`config.mk`:
```
export PLATFORM = sky130hd
export DESIGN_NAME = rtca_core
export DESIGN_NICKNAME = d
export VERILOG_FILES = /design/src/design/rtca_pkg.sv /design/src/design/rtca_match.sv /design/src/design/rtca_core.sv
export VERILOG_INCLUDE_DIRS = /design/src /design/src/design
export SDC_FILE = /design/constraint.sdc
export NUM_CORES = 1
export LEC_CHECK = 0
export BUFFER_PORTS_ARGS = -buffer_cell sky130_fd_sc_hd__buf_2
export CAP_MARGIN = 20
export CORE_UTILIZATION = 64
export DETAILED_ROUTE_END_ITERATION = 7
export PLACE_DENSITY_LB_ADDON = 0.1
export SYNTH_ARGS = -nofsm -noshare
export SYNTH_HDL_FRONTEND = slang
export SYNTH_SLANG_ARGS = --single-unit
```
`constraint.sdc`:
```
create_clock -name i_clk -period 4.7 [get_ports i_clk]
set_input_delay 0 -clock i_clk [delete_from_list [all_inputs] [get_ports i_clk]]
set_output_delay 0 -clock i_clk [all_outputs]
set_load 0.05 [all_outputs]
```
`src/design/rtca_defines.svh`:
```
// register offsets, field positions, reset values and timing counts for the rtc alarm block
`ifndef RTCA_DEFINES_SVH
`define RTCA_DEFINES_SVH
`define RTCA_OFF_SEC_ALM   4'h0
`define RTCA_OFF_MIN_ALM   4'h1
`define RTCA_OFF_HOUR_ALM  4'h2
`define RTCA_OFF_WDAY_ALM  4'h3
`define RTCA_OFF_DATE_ALM  4'h4
`define RTCA_OFF_MON_ALM   4'h5
`define RTCA_OFF_FLAG_CTL  4'h6
`define RTCA_OFF_PER_CTL   4'h7
`define RTCA_OFF_SUBSEC    4'h8
`define RTCA_OFF_SEC_CNT   4'h9
`define RTCA_BIT_ENB       7
`define RTCA_BIT_CF        7
`define RTCA_BIT_CIE       4
`define RTCA_BIT_AIE       3
`define RTCA_BIT_AF        0
`define RTCA_BIT_PEF       7
`define RTCA_BIT_RUN       3
`define RTCA_BIT_ADJ       2
`define RTCA_BIT_DIVRST    1
`define RTCA_BIT_START     0
`define RTCA_MASK_SEC      8'h7f
`define RTCA_MASK_HOUR     8'h3f
`define RTCA_MASK_WDAY     8'h07
`define RTCA_MASK_DATE     8'h3f
`define RTCA_MASK_MON      8'h1f
`define RTCA_MASK_FCTL     8'h99
`define RTCA_RST_FCTL      8'h00
`define RTCA_RST_PCTL      8'h09
`define RTCA_MAN_PCTL_KEEP 8'h09
`define RTCA_SEC_29        7'h29
`define RTCA_SEC_59        7'h59
`define RTCA_BCD_NINE      4'h9
`define RTCA_BCD_FIVE      3'h5
`define RTCA_SUB_TOP       7'h7f
// 128 prescaler ticks per second; one tick = 1/128 s
`define RTCA_TICK_HZ       128
`define RTCA_CLK_HZ        100000000
`endif

```
`src/design/rtca_pkg.sv`:
```
// types shared by the rtc alarm block
package rtca_pkg;
  typedef logic [7:0] rtca_byte_t;
  typedef logic [3:0] rtca_addr_t;
  typedef enum logic [1:0]
  {
    RTCA_RST_NONE   = 2'b00,
    RTCA_RST_POWER  = 2'b01,
    RTCA_RST_MANUAL = 2'b10
  } rtca_rst_kind_t;
endpackage : rtca_pkg

```
`src/design/rtca_match.sv`:
```
// one alarm field comparator: enabled fields must equal their counter
`include "rtca_defines.svh"
module rtca_match
  import rtca_pkg::*;
(
  // alarm and counter
  input  wire rtca_byte_t i_alarm,
  input  wire rtca_byte_t i_count,
  input  wire rtca_byte_t i_mask,
  // result
  output logic            o_hit,
  output logic            o_enabled
);
  always_comb
  begin
    o_enabled = i_alarm[`RTCA_BIT_ENB];
    o_hit     = ~o_enabled | ((i_alarm & i_mask) == (i_count & i_mask));
  end
endmodule : rtca_match

```
`src/design/rtca_core.sv`:
```
// rtc alarm compare, flag control, periodic tick, prescaler and seconds rounding
//
// The address map and the plain strobed port are this design's own decisions.
`include "rtca_defines.svh"
// Summary of operation
// - bit 7 of each alarm register enables comparing that field.
// - alarm matches only when all enabled fields equal their counters.
// - seconds and minutes alarms are bcd, tens bits 6-4, range 00-59.
// - hours alarm bcd tens bits 5-4; bit 6 reads zero.
// - weekday alarm bits 2-0, sunday 0 to saturday 6; bits 6-3 read zero.
// - date alarm bcd tens bits 5-4, 01-31; bit 6 reads zero.
// - month alarm bcd tens bit 4, 01-12; bits 6-5 read zero.
// - power-on clears compare enables; other alarm bits kept through all resets.
// - flag control clears at power-on; manual reset keeps carry flag.
// - carry flag sets on each sub-second or seconds count-up.
// - writing zero clears the carry flag; software initialises it.
// - carry irq enable bit 4 gates carry flag onto carry request.
// - alarm irq enable bit 3 gates alarm flag onto alarm request.
// - alarm flag bit 0 sets when enabled fields match counters.
// - writing zero clears alarm flag, writing one leaves it.
// - flag control bits 6,5,2,1 read zero and ignore writes.
// - period control resets to 09; manual reset keeps run and start.
// - periodic flag sets each selected interval, requests irq, cleared by zero.
// - rate select zero disables periodic flag setting.
// - codes 1..7 give 1/256,1/64,1/16,1/4,1/2,1,2 seconds.
// - adjust rounds seconds to minute boundary, clears divider, reads zero.
// - divider reset clears prescaler and sub-second counter, reads zero.
// - start bit halts or runs the seconds and calendar counters, the sub-second counter keeps running; clearing run bit stops the oscillator.
module rtca_core
  import rtca_pkg::*;
#(
  parameter int unsigned TICK_DIV = `RTCA_CLK_HZ / `RTCA_TICK_HZ
)
(
  // clock, reset and enable
  input  wire logic                i_clk,
  input  wire logic                i_rst,
  input  wire logic                i_ce,
  input  wire rtca_pkg::rtca_rst_kind_t i_rst_kind,
  // register port
  input  wire rtca_pkg::rtca_addr_t i_addr,
  input  wire rtca_pkg::rtca_byte_t i_wdata,
  input  wire logic                i_wr,
  input  wire logic                i_rd,
  output rtca_pkg::rtca_byte_t     o_rdata,
  // calendar counters from the time-keeping logic
  input  wire rtca_pkg::rtca_byte_t i_min_cnt,
  input  wire rtca_pkg::rtca_byte_t i_hour_cnt,
  input  wire rtca_pkg::rtca_byte_t i_wday_cnt,
  input  wire rtca_pkg::rtca_byte_t i_date_cnt,
  input  wire rtca_pkg::rtca_byte_t i_mon_cnt,
  // controls to and events for the time-keeping logic
  output logic                     o_sec_carry,
  output logic                     o_min_inc,
  output logic                     o_count_run,
  output logic                     o_osc_run,
  // interrupt requests
  output logic                     o_carry_irq,
  output logic                     o_alarm_irq,
  output logic                     o_period_irq
);
  import rtca_pkg::*;

  typedef struct packed
  {
    rtca_byte_t        alm_sec;
    rtca_byte_t        alm_min;
    rtca_byte_t        alm_hour;
    rtca_byte_t        alm_wday;
    rtca_byte_t        alm_date;
    rtca_byte_t        alm_mon;
    rtca_byte_t        fctl;
    rtca_byte_t        pctl;
    logic [31:0]       pre;
    logic [6:0]        sub;
    logic [6:0]        sec;
    logic              sec_carry;
    logic              min_inc;
    logic              upd;
    logic              match_prev;
    rtca_byte_t        rdata;
    logic              carry_irq;
    logic              alarm_irq;
    logic              period_irq;
  } rtca_state_t;

  rtca_state_t state_q;
  rtca_state_t state_d;
  rtca_byte_t  alarm_v [6];
  rtca_byte_t  count_v [6];
  rtca_byte_t  mask_v  [6];
  logic [5:0]  hit_v;
  logic [5:0]  en_v;
  logic        match_all;

  always_comb
  begin
    alarm_v[0] = state_q.alm_sec;
    alarm_v[1] = state_q.alm_min;
    alarm_v[2] = state_q.alm_hour;
    alarm_v[3] = state_q.alm_wday;
    alarm_v[4] = state_q.alm_date;
    alarm_v[5] = state_q.alm_mon;
    count_v[0] = {1'b0, state_q.sec};
    count_v[1] = i_min_cnt;
    count_v[2] = i_hour_cnt;
    count_v[3] = i_wday_cnt;
    count_v[4] = i_date_cnt;
    count_v[5] = i_mon_cnt;
    mask_v[0]  = `RTCA_MASK_SEC;
    mask_v[1]  = `RTCA_MASK_SEC;
    mask_v[2]  = `RTCA_MASK_HOUR;
    mask_v[3]  = `RTCA_MASK_WDAY;
    mask_v[4]  = `RTCA_MASK_DATE;
    mask_v[5]  = `RTCA_MASK_MON;
  end

  for (genvar g = 0; g < 6; g++)
  begin : g_cmp
    rtca_match u_match
    (
      .i_alarm   (alarm_v[g]),
      .i_count   (count_v[g]),
      .i_mask    (mask_v[g]),
      .o_hit     (hit_v[g]),
      .o_enabled (en_v[g])
    );
  end

  // an alarm with no enabled field never fires
  assign match_all = (&hit_v) & (|en_v);

  function automatic logic [6:0] bcd_sec_inc(input logic [6:0] s);
    logic [6:0] r;
    r = s;
    if (s[3:0] == `RTCA_BCD_NINE)
    begin
      r[3:0] = 4'h0;
      r[6:4] = (s[6:4] == `RTCA_BCD_FIVE) ? 3'h0 : s[6:4] + 3'h1;
    end
    else
    begin
      r[3:0] = s[3:0] + 4'h1;
    end
    return r;
  endfunction : bcd_sec_inc

  logic        tick;
  logic        sub_roll;
  logic        per_tick;
  logic        wr_fctl;
  logic        wr_pctl;
  logic [7:0]  sub_next;
  logic [7:0]  sub_rise;

  always_comb
  begin
    state_d = state_q;
    state_d.sec_carry = 1'b0;
    state_d.min_inc   = 1'b0;
    state_d.upd       = 1'b0;
    wr_fctl = i_wr && (i_addr == `RTCA_OFF_FLAG_CTL);
    wr_pctl = i_wr && (i_addr == `RTCA_OFF_PER_CTL);
    tick    = 1'b0;
    // oscillator stopped freezes the prescaler and everything behind it, but rate code 1 keeps setting the flag if pre stopped at TICK_DIV / 2 - 1
    if (state_q.pctl[`RTCA_BIT_RUN])
    begin
      if (state_q.pre == TICK_DIV - 1)
      begin
        state_d.pre = '0;
        tick        = 1'b1;
      end
      else
      begin
        state_d.pre = state_q.pre + 32'd1;
      end
    end
    sub_next = {1'b0, state_q.sub} + 8'h01;
    sub_rise = sub_next & ~{1'b0, state_q.sub};
    sub_roll = tick && (state_q.sub == `RTCA_SUB_TOP);
    if (tick)
    begin
      state_d.sub = sub_next[6:0];
    end
    // rate codes pick a sub-counter bit: 1/256 uses both prescaler halves
    case (state_q.pctl[6:4])
      3'h1: per_tick = tick || (state_q.pre == TICK_DIV / 2 - 1);
      3'h2: per_tick = tick && sub_rise[0];
      3'h3: per_tick = tick && sub_rise[2];
      3'h4: per_tick = tick && sub_rise[4];
      3'h5: per_tick = tick && sub_rise[5];
      3'h6: per_tick = sub_roll;
      3'h7: per_tick = sub_roll && state_q.sec[0];
      default: per_tick = 1'b0;
    endcase
    if (sub_roll && state_q.pctl[`RTCA_BIT_START])
    begin
      state_d.sec       = bcd_sec_inc(state_q.sec);
      state_d.sec_carry = 1'b1;
      state_d.upd       = 1'b1;
      state_d.min_inc   = (state_q.sec == `RTCA_SEC_59);
    end
    // register writes
    if (i_wr)
    begin
      if (i_addr == `RTCA_OFF_SEC_ALM)
        state_d.alm_sec = i_wdata & (`RTCA_MASK_SEC | 8'h80);
      else if (i_addr == `RTCA_OFF_MIN_ALM)
        state_d.alm_min = i_wdata & (`RTCA_MASK_SEC | 8'h80);
      else if (i_addr == `RTCA_OFF_HOUR_ALM)
        state_d.alm_hour = i_wdata & (`RTCA_MASK_HOUR | 8'h80);
      else if (i_addr == `RTCA_OFF_WDAY_ALM)
        state_d.alm_wday = i_wdata & (`RTCA_MASK_WDAY | 8'h80);
      else if (i_addr == `RTCA_OFF_DATE_ALM)
        state_d.alm_date = i_wdata & (`RTCA_MASK_DATE | 8'h80);
      else if (i_addr == `RTCA_OFF_MON_ALM)
        state_d.alm_mon = i_wdata & (`RTCA_MASK_MON | 8'h80);
      else if (i_addr == `RTCA_OFF_SEC_CNT)
        state_d.sec = i_wdata[6:0];
    end
    if (wr_fctl)
    begin
      state_d.fctl[`RTCA_BIT_CIE] = i_wdata[`RTCA_BIT_CIE];
      state_d.fctl[`RTCA_BIT_AIE] = i_wdata[`RTCA_BIT_AIE];
      // flags: a written zero clears, a one keeps
      state_d.fctl[`RTCA_BIT_CF] = state_q.fctl[`RTCA_BIT_CF] & i_wdata[`RTCA_BIT_CF];
      state_d.fctl[`RTCA_BIT_AF] = state_q.fctl[`RTCA_BIT_AF] & i_wdata[`RTCA_BIT_AF];
    end
    if (wr_pctl)
    begin
      state_d.pctl = i_wdata & 8'hf9;
      state_d.pctl[`RTCA_BIT_PEF] = state_q.pctl[`RTCA_BIT_PEF] & i_wdata[`RTCA_BIT_PEF];
      if (i_wdata[`RTCA_BIT_DIVRST] || i_wdata[`RTCA_BIT_ADJ])
      begin
        state_d.pre = '0;
        state_d.sub = '0;
      end
      if (i_wdata[`RTCA_BIT_ADJ])
      begin
        state_d.sec     = '0;
        state_d.upd     = 1'b1;
        state_d.min_inc = (state_q.sec > `RTCA_SEC_29);
      end
    end
    // hardware set wins over a simultaneous software clear
    if (tick || sub_roll)
      state_d.fctl[`RTCA_BIT_CF] = 1'b1;
    if (per_tick)
      state_d.pctl[`RTCA_BIT_PEF] = 1'b1;
    // counters settle one cycle after the update, so look after it
    state_d.match_prev = match_all;
    if (match_all && !state_q.match_prev)
      state_d.fctl[`RTCA_BIT_AF] = 1'b1;
    state_d.fctl = state_d.fctl & `RTCA_MASK_FCTL;
    // read data, one cycle later
    state_d.rdata = '0;
    if (i_rd)
    begin
      if (i_addr == `RTCA_OFF_SEC_ALM)
        state_d.rdata = state_q.alm_sec;
      else if (i_addr == `RTCA_OFF_MIN_ALM)
        state_d.rdata = state_q.alm_min;
      else if (i_addr == `RTCA_OFF_HOUR_ALM)
        state_d.rdata = state_q.alm_hour;
      else if (i_addr == `RTCA_OFF_WDAY_ALM)
        state_d.rdata = state_q.alm_wday;
      else if (i_addr == `RTCA_OFF_DATE_ALM)
        state_d.rdata = state_q.alm_date;
      else if (i_addr == `RTCA_OFF_MON_ALM)
        state_d.rdata = state_q.alm_mon;
      else if (i_addr == `RTCA_OFF_FLAG_CTL)
        state_d.rdata = state_q.fctl;
      else if (i_addr == `RTCA_OFF_PER_CTL)
        state_d.rdata = state_q.pctl & 8'hf9;
      else if (i_addr == `RTCA_OFF_SUBSEC)
        state_d.rdata = {1'b0, state_q.sub};
      else if (i_addr == `RTCA_OFF_SEC_CNT)
        state_d.rdata = {1'b0, state_q.sec};
    end
    state_d.carry_irq  = state_d.fctl[`RTCA_BIT_CF] & state_d.fctl[`RTCA_BIT_CIE];
    state_d.alarm_irq  = state_d.fctl[`RTCA_BIT_AF] & state_d.fctl[`RTCA_BIT_AIE];
    state_d.period_irq = state_d.pctl[`RTCA_BIT_PEF];
  end

  // reset kind is sampled with the reset itself; alarm values survive every reset, power-on clears their enables
  always_ff @(posedge i_clk)
  begin
    if (i_rst)
    begin
      state_q.sec_carry  <= 1'b0;
      state_q.min_inc    <= 1'b0;
      state_q.upd        <= 1'b0;
      // a match held through reset must not fire again without a counter change
      state_q.match_prev <= 1'b1;
      state_q.rdata      <= '0;
      if (i_rst_kind == RTCA_RST_POWER)
      begin
        state_q.carry_irq  <= 1'b0;
        state_q.alarm_irq  <= 1'b0;
        state_q.period_irq <= 1'b0;
        state_q.alm_sec[`RTCA_BIT_ENB]  <= 1'b0;
        state_q.alm_min[`RTCA_BIT_ENB]  <= 1'b0;
        state_q.alm_hour[`RTCA_BIT_ENB] <= 1'b0;
        state_q.alm_wday[`RTCA_BIT_ENB] <= 1'b0;
        state_q.alm_date[`RTCA_BIT_ENB] <= 1'b0;
        state_q.alm_mon[`RTCA_BIT_ENB]  <= 1'b0;
        state_q.fctl <= `RTCA_RST_FCTL;
        state_q.pctl <= `RTCA_RST_PCTL;
      end
      else if (i_rst_kind == RTCA_RST_MANUAL)
      begin
        // enables and the periodic flag are cleared, so every request drops
        state_q.carry_irq  <= 1'b0;
        state_q.alarm_irq  <= 1'b0;
        state_q.period_irq <= 1'b0;
        state_q.fctl <= state_q.fctl & (8'h01 << `RTCA_BIT_CF);
        state_q.pctl <= (state_q.pctl & `RTCA_MAN_PCTL_KEEP)
                      | (`RTCA_RST_PCTL & ~`RTCA_MAN_PCTL_KEEP);
      end
    end
    else if (i_ce)
    begin
      state_q <= state_d;
    end
  end

  assign o_rdata      = state_q.rdata;
  assign o_sec_carry  = state_q.sec_carry;
  assign o_min_inc    = state_q.min_inc;
  assign o_count_run  = state_q.pctl[`RTCA_BIT_START];
  assign o_osc_run    = state_q.pctl[`RTCA_BIT_RUN];
  assign o_carry_irq  = state_q.carry_irq;
  assign o_alarm_irq  = state_q.alarm_irq;
  assign o_period_irq = state_q.period_irq;

  a_irq_level_tie : assert property (@(posedge i_clk) disable iff (i_rst)
    o_alarm_irq == (state_q.fctl[`RTCA_BIT_AF] && state_q.fctl[`RTCA_BIT_AIE]))
    else $error("alarm request does not follow flag and enable");
  a_af_clear_zero : assert property (@(posedge i_clk) disable iff (i_rst)
    (i_ce && i_wr && i_addr == `RTCA_OFF_FLAG_CTL && i_wdata[`RTCA_BIT_AF]
     && !state_q.fctl[`RTCA_BIT_AF] && !(match_all && !state_q.match_prev))
    |=> !state_q.fctl[`RTCA_BIT_AF])
    else $error("writing one set the alarm flag");
  a_af_on_match : assert property (@(posedge i_clk) disable iff (i_rst)
    (i_ce && match_all && !state_q.match_prev) |=> state_q.fctl[`RTCA_BIT_AF])
    else $error("alarm flag missed a match");
  a_no_enable_quiet : assert property (@(posedge i_clk) disable iff (i_rst)
    (en_v == 6'h00) |-> !match_all)
    else $error("match with no enabled field");
  a_cf_on_roll : assert property (@(posedge i_clk) disable iff (i_rst)
    (i_ce && tick) |=> state_q.fctl[`RTCA_BIT_CF])
    else $error("carry flag not set on count-up");
  a_rsv_read_zero : assert property (@(posedge i_clk) disable iff (i_rst)
    (state_q.fctl & ~`RTCA_MASK_FCTL) == 8'h00)
    else $error("reserved flag bits not zero");
  a_rate_off_idle : assert property (@(posedge i_clk) disable iff (i_rst)
    (i_ce && state_q.pctl[6:4] == 3'h0 && !state_q.pctl[`RTCA_BIT_PEF]
     && !(i_wr && i_addr == `RTCA_OFF_PER_CTL)) |=> !state_q.pctl[`RTCA_BIT_PEF])
    else $error("periodic flag set while rate is zero");
  a_adj_reads_zero : assert property (@(posedge i_clk) disable iff (i_rst)
    $past(i_rd) && $past(i_addr) == `RTCA_OFF_PER_CTL && $past(i_ce)
    |-> o_rdata[2:1] == 2'b00)
    else $error("adjust or divider reset read back one");
  a_hold_stop : assert property (@(posedge i_clk) disable iff (i_rst)
    (i_ce && !state_q.pctl[`RTCA_BIT_START] && !i_wr) |=> $stable(state_q.sec))
    else $error("seconds moved while halted");
endmodule : rtca_core

```
After elaboration in Yosys (flattened, before gate mapping)
Cells that the tools add are included.

word-level totals
  flip-flop bits (word level) = 117
  bits in latches = 0
  memory bits (writable) = 0
  memory bits (read-only) = 0
  bits of input ports = 59
  output and inout bits = 15
  word-level logic and storage cells = 205
  memories = 0

cells by class
  $add $sub $neg = 4
  multipliers = 0
  divide/modulo/power cells = 0
  $lt $le $gt $ge = 1
  eq/ne operators = 37
  shift-type cells = 0
  muxes and demuxes = 66
  bitwise logic cells = 26
  reductions and logical operators = 43

operators by type and width
  operator               count
  $mux 8                 16
  $mux 125               1
  $mux 32                3
  $mux 7                 12
  $mux 54                1
  $mux 16                3
  $mux 48                1
  $mux 40                1
  $mux 39                1
  $add 32x1->32 const B  1
  $eq 32x19->1 const B   1
  $eq 32x20->1 const B   1
  $mux 24                1
  $reduce_and 6->1       3
  $reduce_and 9->1       2
  $reduce_bool 2->1      9
  $eq 4x3->1 const B     4
  $reduce_and 8->1       2
  $eq 3x3->1 const B     5
  $mux 15                1
  $mux 3                 5
  $eq 7x7->1             2
  $eq 7x7->1 const B     2
  $mux 1                 14
  other kinds (36)       85

Logic depth before layout (Yosys ltp)
Gate-level depths: netlist of the first run.

  depth after elaboration = 19
  depth in mapped cells = 9
  mapped depth without buffers = 8

By module
From an unflattened synthesis of the first run, not the netlist that was laid out.

unflattened totals
  cells, all modules = 667
  area total of the unflattened synthesis = 6779.0 µm²

by module, submodules not included
  module      times used  cells an instance  area each (µm²)  sequential area each (µm²)
  rtca_core   1           583                6035.8           3163.0
  rtca_match  6           14                 123.9            0.0

Worst setup path before layout of the first run
Ideal clock, no wire load.

  kind = reg2reg
  start point = register state_q, in the netlist o_osc_run
  end point = register state_q[29] in the netlist's numbering (data pin)
  data arrival time = 2.085 ns
  data required time = 4.443 ns
  setup slack = 2.358 ns
  cell stages (with the launch flop) = 9
  buffers on the path = 3
  period minus slack after synthesis = 2.342 ns
  cells stage by stage = edfxtp_1 -> buf_2 -> and4b_1 -> nand4_1 -> nor3_2 -> or2_0 -> clkbuf_1 -> buf_2 -> nor2_1

RTL lines
  item                      RTL line          text
  start: declaration        rtca_core.sv:87   rtca_state_t state_q;
  start signal: assignment  rtca_core.sv:323  state_q <= state_d;

==> results.py, run 1 <==
metrics = {
    "setup_path": {
        "max_stage_delay_ps": 550,
        "path_cells": "inv_1 -> ha_1 -> nor4b_1 -> nand4_1 -> or3_1 -> or3_1 -> a21oi_1",
        "end_kind": "register",
        "regToRegEndpoint": "state_q[25]",
        "crit_top_cell": "or3_1",
        "path_class": "reg2reg",
        "critPathTopFamily": "simple AND/OR/NAND/NOR gates",
        "path_max_fanout": 9,
        "regToRegStartpoint": "state_q[30]",
        "worst_path_max_delay_cell": "or3_1",
        "worstPathBufferInverterCount": 1,
        "crit_path_start_kind": "register",
        "regToRegSetupSlack_ps": 2250,
        "critPathArrivalTime_ps": 2680,
        "reg2regPathDepth": 7,
        "cp.required_ps": 4930,
    },
    "hold_path": {
        "hold_start": "i_wdata[3]",
        "min_path_cells": 1,
        "hold_class": "in2reg",
        "hold-path-endpoint": "alarm_v[11]",
    },
    "clock_tree": {
        "ctsHoldBuffers": 8,
        "cts_setup_buffers": 0,
        "h-tree-depth": 3,
        "cts_tree": "built",
        "clock_latency_ps": 380,
        "cts_buffer_depth": 2,
        "path_clk_slew_ps": 100,
        "root_buffer": "clkbuf_8",
        "cts_resized": 0,
        "cts_num_sinks": 109,
        "cts_buffers": 9,
    },
    "sta": {
        "tightestPinTransition_ps": 874,
        "slew_violations": 0,
        "hold_ws_ps": 22.5,
        "setup_violations": 0,
        "finalSetupTns_ps": 0,
        "fin_crit_sh": 0.520,
        "period_needed_ps": 2450,
        "fmax_mhz": 409,
        "finalHoldViolations": 0,
        "clock_skew_ps": 11.8,
        "slew_headroom": 0.416,
        "rsz0062_at_grt": "no",
    },
    "logic_synthesis": {
        "synthXorXnorAreaFrac": 0.0813,
        "ys_warn_count": 0,
        "syn_area_per_cell_um2": 10.3,
        "synth.area.mux_share": 0.0364,
        "synth_seq_cells": 109,
        "async_flop_share": 0,
        "synth_nets": 694,
        "synthCells": 626,
        "synth_fa_ha_area_frac": 0.0174,
        "synth-simple-area-share": 0.221,
        "synth_edf_count": 98,
        "synth_top_family_by_area": "simple AND/OR/NAND/NOR gates",
        "synth_ff_type": "edfxtp_1",
        "ys_seq_area_frac": 0.490,
        "synthDistinctLibCells": 64,
        "synth-compound-area-share": 0.114,
        "syn-cell-area_um2": 6460,
    },
    "floorplan": {
        "rows": 36,
        "die-area_um2": 10500,
        "die_h_um": 102,
        "core_um2": 9770,
        "start_util": 0.661,
        "ios": 74,
        "die_width_um": 102,
    },
    "global_routing": {
        "first_global_vias": 4980,
        "grt_overflow_total": 0,
        "antenna_found_initial": 0,
        "grtUsageTotal": 0.312,
        "grt_start_max_net_pins": 51,
        "grt_pass1_wl_um": 24500,
    },
    "cells_and_area": {
        "area_growth_pct": 8.93,
        "final_common_cell": "edfxtp_1",
        "mostFrequentLayoutCells": "edfxtp_1 (98), nor2_1 (61), buf_2 (60), nand2_1 (38), xnor2_1 (31)",
        "num_antenna_cells": 0,
        "nets": 739,
        "drive_gt1_frac": 0.138,
    },
    "route": {
        "drc": 0,
        "post_drt_wl_per_cell_um": 19.4,
        "vias_per_cell": 6.36,
        "drt-total-wl_um": 15700,
        "vias": 5149,
        "postRouteAntennaNets": 0,
        "first_iter_violations": 507,
        "first_pass_iters": 5,
    },
    "flow_run": {
        "max_cap_violations": 0,
    },
    "status": {
        "status": "completed",
    },
    "power": {
        "p_int_mw": 1.43,
        "power.density_nw_per_um2": 274,
        "p_seq_frac": 0.589,
        "power_frac_comb": 0.118,
        "power_frac_clock": 0.293,
        "p_switching_uw": 500,
        "p_leak_nw": 2.48,
        "swShare": 0.260,
        "ir_worst_vdd_uv": 205,
    },
    "placed_design": {
        "gp_congestion": 0.900,
        "place_hpwl_um": 11200,
        "numPortBuffers": 60,
    },
}
## synthesized netlist by cell type, types with 6 or more instances
library cell,count,share of area
a31oi_1,7,0.0068
nand2_1,38,0.022
and3_1,13,0.013
xnor2_1,31,0.042
edfxtp_1,98,0.46
or3_1,12,0.012
and2_1,8,0.0077
nor2_1,61,0.035
xor2_1,29,0.039
clkbuf_1,18,0.010
buf_4,8,0.0093
a21o_1,6,0.0070
nor2b_1,7,0.0068
o21ai_0,23,0.018
nor3b_1,7,0.0081
nand3b_1,6,0.0070
inv_1,18,0.010
nand4_1,25,0.024
nor3_1,10,0.0077
nand3_1,26,0.020
dfxtp_1,11,0.034
mux2i_1,19,0.029
nor4_1,7,0.0068
buf_2,9,0.0070
nand2b_1,6,0.0058
o21a_1,6,0.0070
o31ai_1,8,0.0093
a21oi_1,28,0.022
ha_1,9,0.017
o211ai_1,6,0.0070
## per-stage QoR
stage / utilization / std cells / setup slack (ps) / power, mW / area, µm²
after floorplan: - / 626 / 2360 / 1.29 / 6460
after global placement: 0.691 / 784 / 2340 / 1.36 / 6760
after detailed placement: 0.691 / 784 / 2300 / 1.37 / 6760
after CTS: 0.719 / 808 / 2270 / 1.93 / 7030
after global routing: 0.720 / 809 / 2010 / 1.99 / 7040
final: 0.720 / 809 / 2250 / 1.93 / 7040
## layout make-up
type	count	area, µm²
timing repair buffer	71	405
multi-input combinational	461	3040
fill	746	2740
tap	133	166
clock buffer	10	128
sequential	109	3160
clock inverter	6	65.1
inverter	19	71.3
## power groups by stage
stage	clock [mW]	combinational, mW	sequential [mW]
2_1_floorplan	0	0.145	1.15
3_3_place_gp	0	0.211	1.15
3_5_place_dp	0	0.218	1.16
4_1_cts	0.571	0.223	1.13
5_1_grt	0.599	0.247	1.14
6_report	0.565	0.227	1.14
## worst max-delay path by stage
stage                startpoint     endpoint  slack (ps)  cells past startpoint
detailed placement  state_q[30]  state_q[25]        2300                      7
finish              state_q[30]  state_q[25]        2250                      7
global placement    state_q[30]  state_q[28]        2340                      7
floorplan             o_osc_run  state_q[29]        2360                      8
CTS                 state_q[30]  state_q[28]        2270                      7
global route        state_q[30]  state_q[25]        2010                      7
## routing by layer
layer | vias to the layer above | global-route usage | share of wire
li1 | 2423 | - | -
met1 | 2415 | 0.393 | 0.40
met2 | 259 | 0.528 | 0.48
met3 | 52 | 0.0335 | 0.076
met4 | 0 | 0.175 | 0.046
met5 | - | 0 | 0
## worst reg2reg max path, stage by stage (launching register included)
cell,delay [ps]
edfxtp_1,450
inv_1,110
ha_1,160
nor4b_1,240
nand4_1,240
or3_1,550
or3_1,410
a21oi_1,140
## logic make-up (layout without fill, tap and decap cells)
group | count (synthesis) | after routing
adders and majority gates | 9 | 9
buffers and inverters | 56 | 106
DFF | 109 | 109
muxes | 22 | 22
AOI/OAI and AO/OA | 115 | 115
xor gates and xnor gates | 60 | 60
and+or+nand+nor | 255 | 255
## registers in the layout, indices dropped and copies added (netlist names)
register,cells
state_q,48
alarm_v,40
o_rdata,8
count_v,7
o_alarm_irq,1
o_carry_irq,1
o_count_run,1
o_min_inc,1
o_osc_run,1
o_sec_carry,1
No activity file was read; power rests on OpenSTA's default activity.
==> run 2: changes to the inputs <==
--- a/config.mk
+++ b/config.mk
@@ -8,7 +8,7 @@
 export LEC_CHECK = 0
 export BUFFER_PORTS_ARGS = -buffer_cell sky130_fd_sc_hd__buf_2
 export CAP_MARGIN = 20
-export CORE_UTILIZATION = 64
+export CORE_UTILIZATION = 53
 export DETAILED_ROUTE_END_ITERATION = 7
 export PLACE_DENSITY_LB_ADDON = 0.1
 export SYNTH_ARGS = -nofsm -noshare
==> constraint.sdc (replaced) <==
create_clock -name i_clk -period 2.02 [get_ports i_clk]
set_input_delay 0 -clock i_clk [delete_from_list [all_inputs] [get_ports i_clk]]
set_output_delay 0 -clock i_clk [all_outputs]
set_load 0.05 [all_outputs]
==> run 2 against run 1 <==
Against the previous run:
- the flow now finishes with violations (setup timing)
- setup slack worse by 2500 ps
- combinational power rose to 3.2 times the previous value
- global-route usage shrank 0.31 points
- design area is 19% higher
- via count increased by 11%
- clock power rose to 3.4 times the previous value
- maximum frequency rose by 6.0%
- critical path depth grew 1
- wire length grew 24%
- sequential cell count is the same
- clock-buffer cell count is the same
==> results.py, run 2 (synthesis results as in run 1) <==
metrics = {
    "placed_design": {
        "place_area_um2": 7480,
        "placed_cells": 882,
        "place_hpwl_um": 13500,
        "numPortBuffers": 60,
        "place_ws_ps": -183,
        "gp_congestion": 0.916,
    },
    "cells_and_area": {
        "area_growth_pct": 29.7,
        "mostFrequentLayoutCells": "edfxtp_1 (98), buf_4 (94), buf_2 (60), nor2_1 (38), nand2_1 (37)",
        "finalInstanceArea_um2": 8380,
        "largest_register_ffs": 48,
        "nets": 836,
        "top_register": "state_q",
        "drive_gt1_frac": 0.338,
        "final_common_cell": "edfxtp_1",
        "final_cells": 916,
        "num_antenna_cells": 0,
    },
    "setup_path": {
        "worst_path_max_delay_cell": "edfxtp_1",
        "critPathTopFamily": "simple AND/OR/NAND/NOR gates",
        "regToRegSetupSlack_ps": -290,
        "critPathArrivalTime_ps": 2540,
        "regToRegEndpoint": "count_v[43]",
        "path_cells": "inv_2 -> ha_4 -> nor4b_4 -> nand4_1 -> buf_4 -> or3_4 -> nor4_1 -> or3_1",
        "path_max_fanout": 8,
        "max_stage_delay_ps": 420,
        "crit_path_start_kind": "register",
        "end_kind": "register",
        "cp.required_ps": 2250,
        "reg2regPathDepth": 8,
        "regToRegStartpoint": "state_q[30]",
        "worstPathBufferInverterCount": 2,
        "path_class": "reg2reg",
    },
    "route": {
        "first_iter_violations": 557,
        "route.met2.wl_um": 8700,
        "postRouteAntennaNets": 0,
        "wl_met1_um": 8650,
        "vias": 5728,
        "vias_per_cell": 6.25,
        "route.met3.wl_um": 1660,
        "highest_layer": "met4",
        "post_drt_wl_per_cell_um": 21.3,
        "drc": 0,
        "drt-total-wl_um": 19500,
        "first_pass_iters": 6,
    },
    "status": {
        "status": "finished with violations",
        "violations": "setup timing",
    },
    "sta": {
        "rsz0062_at_grt": "yes",
        "slew_violations": 0,
        "finalHoldViolations": 0,
        "tightestPinTransition_ps": 677,
        "fmax_mhz": 434,
        "finalSetupTns_ps": -9180,
        "fin_crit_sh": 1.14,
        "finalWorstSetupSlack_ps": -286,
        "period_needed_ps": 2310,
        "slew_headroom": 0.547,
        "setup_violations": 49,
        "clock_skew_ps": 9.56,
    },
    "floorplan": {
        "die-area_um2": 12600,
        "ios": 74,
        "core_um2": 11700,
        "die_width_um": 112,
        "rows": 39,
        "start_util": 0.554,
        "die_h_um": 112,
    },
    "clock_tree": {
        "cts_num_sinks": 109,
        "cts_buffers": 9,
        "path_clk_slew_ps": 80,
        "cts_tree": "built",
        "root_buffer": "clkbuf_16",
        "cts_buffer_depth": 2,
        "h-tree-depth": 3,
        "clock_latency_ps": 360,
    },
    "power": {
        "ir_worst_vdd_uv": 414,
        "p_total_mw": 5.27,
        "swShare": 0.263,
        "p_leak_nw": 3.19,
        "p_seq_frac": 0.496,
        "p_switching_mw": 1.39,
        "power_frac_clock": 0.366,
        "power.density_nw_per_um2": 629,
        "power_frac_comb": 0.138,
        "p_int_mw": 3.88,
    },
    "global_routing": {
        "grtUsageTotal": 0.309,
        "grt_overflow_total": 0,
        "grt_pass1_wl_um": 29800,
        "antenna_found_initial": 0,
        "grt_start_max_net_pins": 33,
        "first_global_vias": 5663,
    },
    "hold_path": {
        "hold-path-endpoint": "alarm_v[36]",
        "hold_class": "in2reg",
        "hold_start": "i_wdata[4]",
        "min_path_cells": 1,
    },
    "flow_run": {
        "max_cap_violations": 0,
    },
}
run 2: cell types whose count changed in the layout (fill, tap and decap cells not counted), sizes merged:
cell,previous run,this run
buf,62,163
clkbuf,10,12
clkinv,4,1
clkinvlp,1,2
dlygate4sd3,9,3
inv,19,21
run 2: how the worst max path moves through the flow:
stage	from	to	slack, ps	depth (start not counted)
after floorplan	o_osc_run	state_q[60]	-220	8
final	state_q[30]	count_v[43]	-290	8
after global placement	count_v[43]	state_q[69]	-150	6
after global routing	state_q[30]	count_v[43]	-350	8
after CTS	state_q[30]	count_v[42]	-120	9
after detailed placement	state_q[30]	count_v[44]	-180	8
run 2: routing by layer:
layer  vias up  global-route usage
met4         0               0.129
met5         -                   0
met2       296               0.478
met3        41              0.0535
li1       2624                   -
met1      2767               0.434
run 2: timing repair:
item | in CTS | in global routing
endpoints found under the setup margin | 49 | 50
buffers inserted | 6 | 6
hold endpoints to repair | 7 | 0
gates resized for setup | 24 | 65
gates cloned | 0 | 3
hold buffers | 3 | 0
pin swaps | 24 | 29
run 2: cell type report:
class / count / area, µm²
multi-input combinational: 461 / 3450
fill: 860 / 3280
sequential: 109 / 3160
timing repair buffer: 168 / 1200
clock buffer: 10 / 250
tap: 143 / 179
inverter: 19 / 73.8
clock inverter: 6 / 67.6
run 2: power groups by stage:
stage | sequential (mW) | clock, mW | combinational, mW
6_report | 2.61 | 1.93 | 0.730
2_1_floorplan | 2.68 | 0 | 0.344
5_1_grt | 2.62 | 2.00 | 0.774
3_3_place_gp | 2.66 | 0 | 0.627
4_1_cts | 2.61 | 1.94 | 0.668
3_5_place_dp | 2.66 | 0 | 0.644
run 2: per-stage QoR:
step                      utilization  hold WS [ps]
after floorplan                     -          98.9
after global placement          0.642           290
after detailed placement        0.642           288
after CTS                       0.686          6.39
after global routing            0.719          17.3
final                           0.719          16.6
run 2: worst reg2reg max path, cell delays in order, from the launching register on:
cell and delay [ps]:
edfxtp_1 420, inv_2 110, ha_4 130, nor4b_4 210
nand4_1 190, buf_4 180, or3_4 390, nor4_1 390
or3_1 160
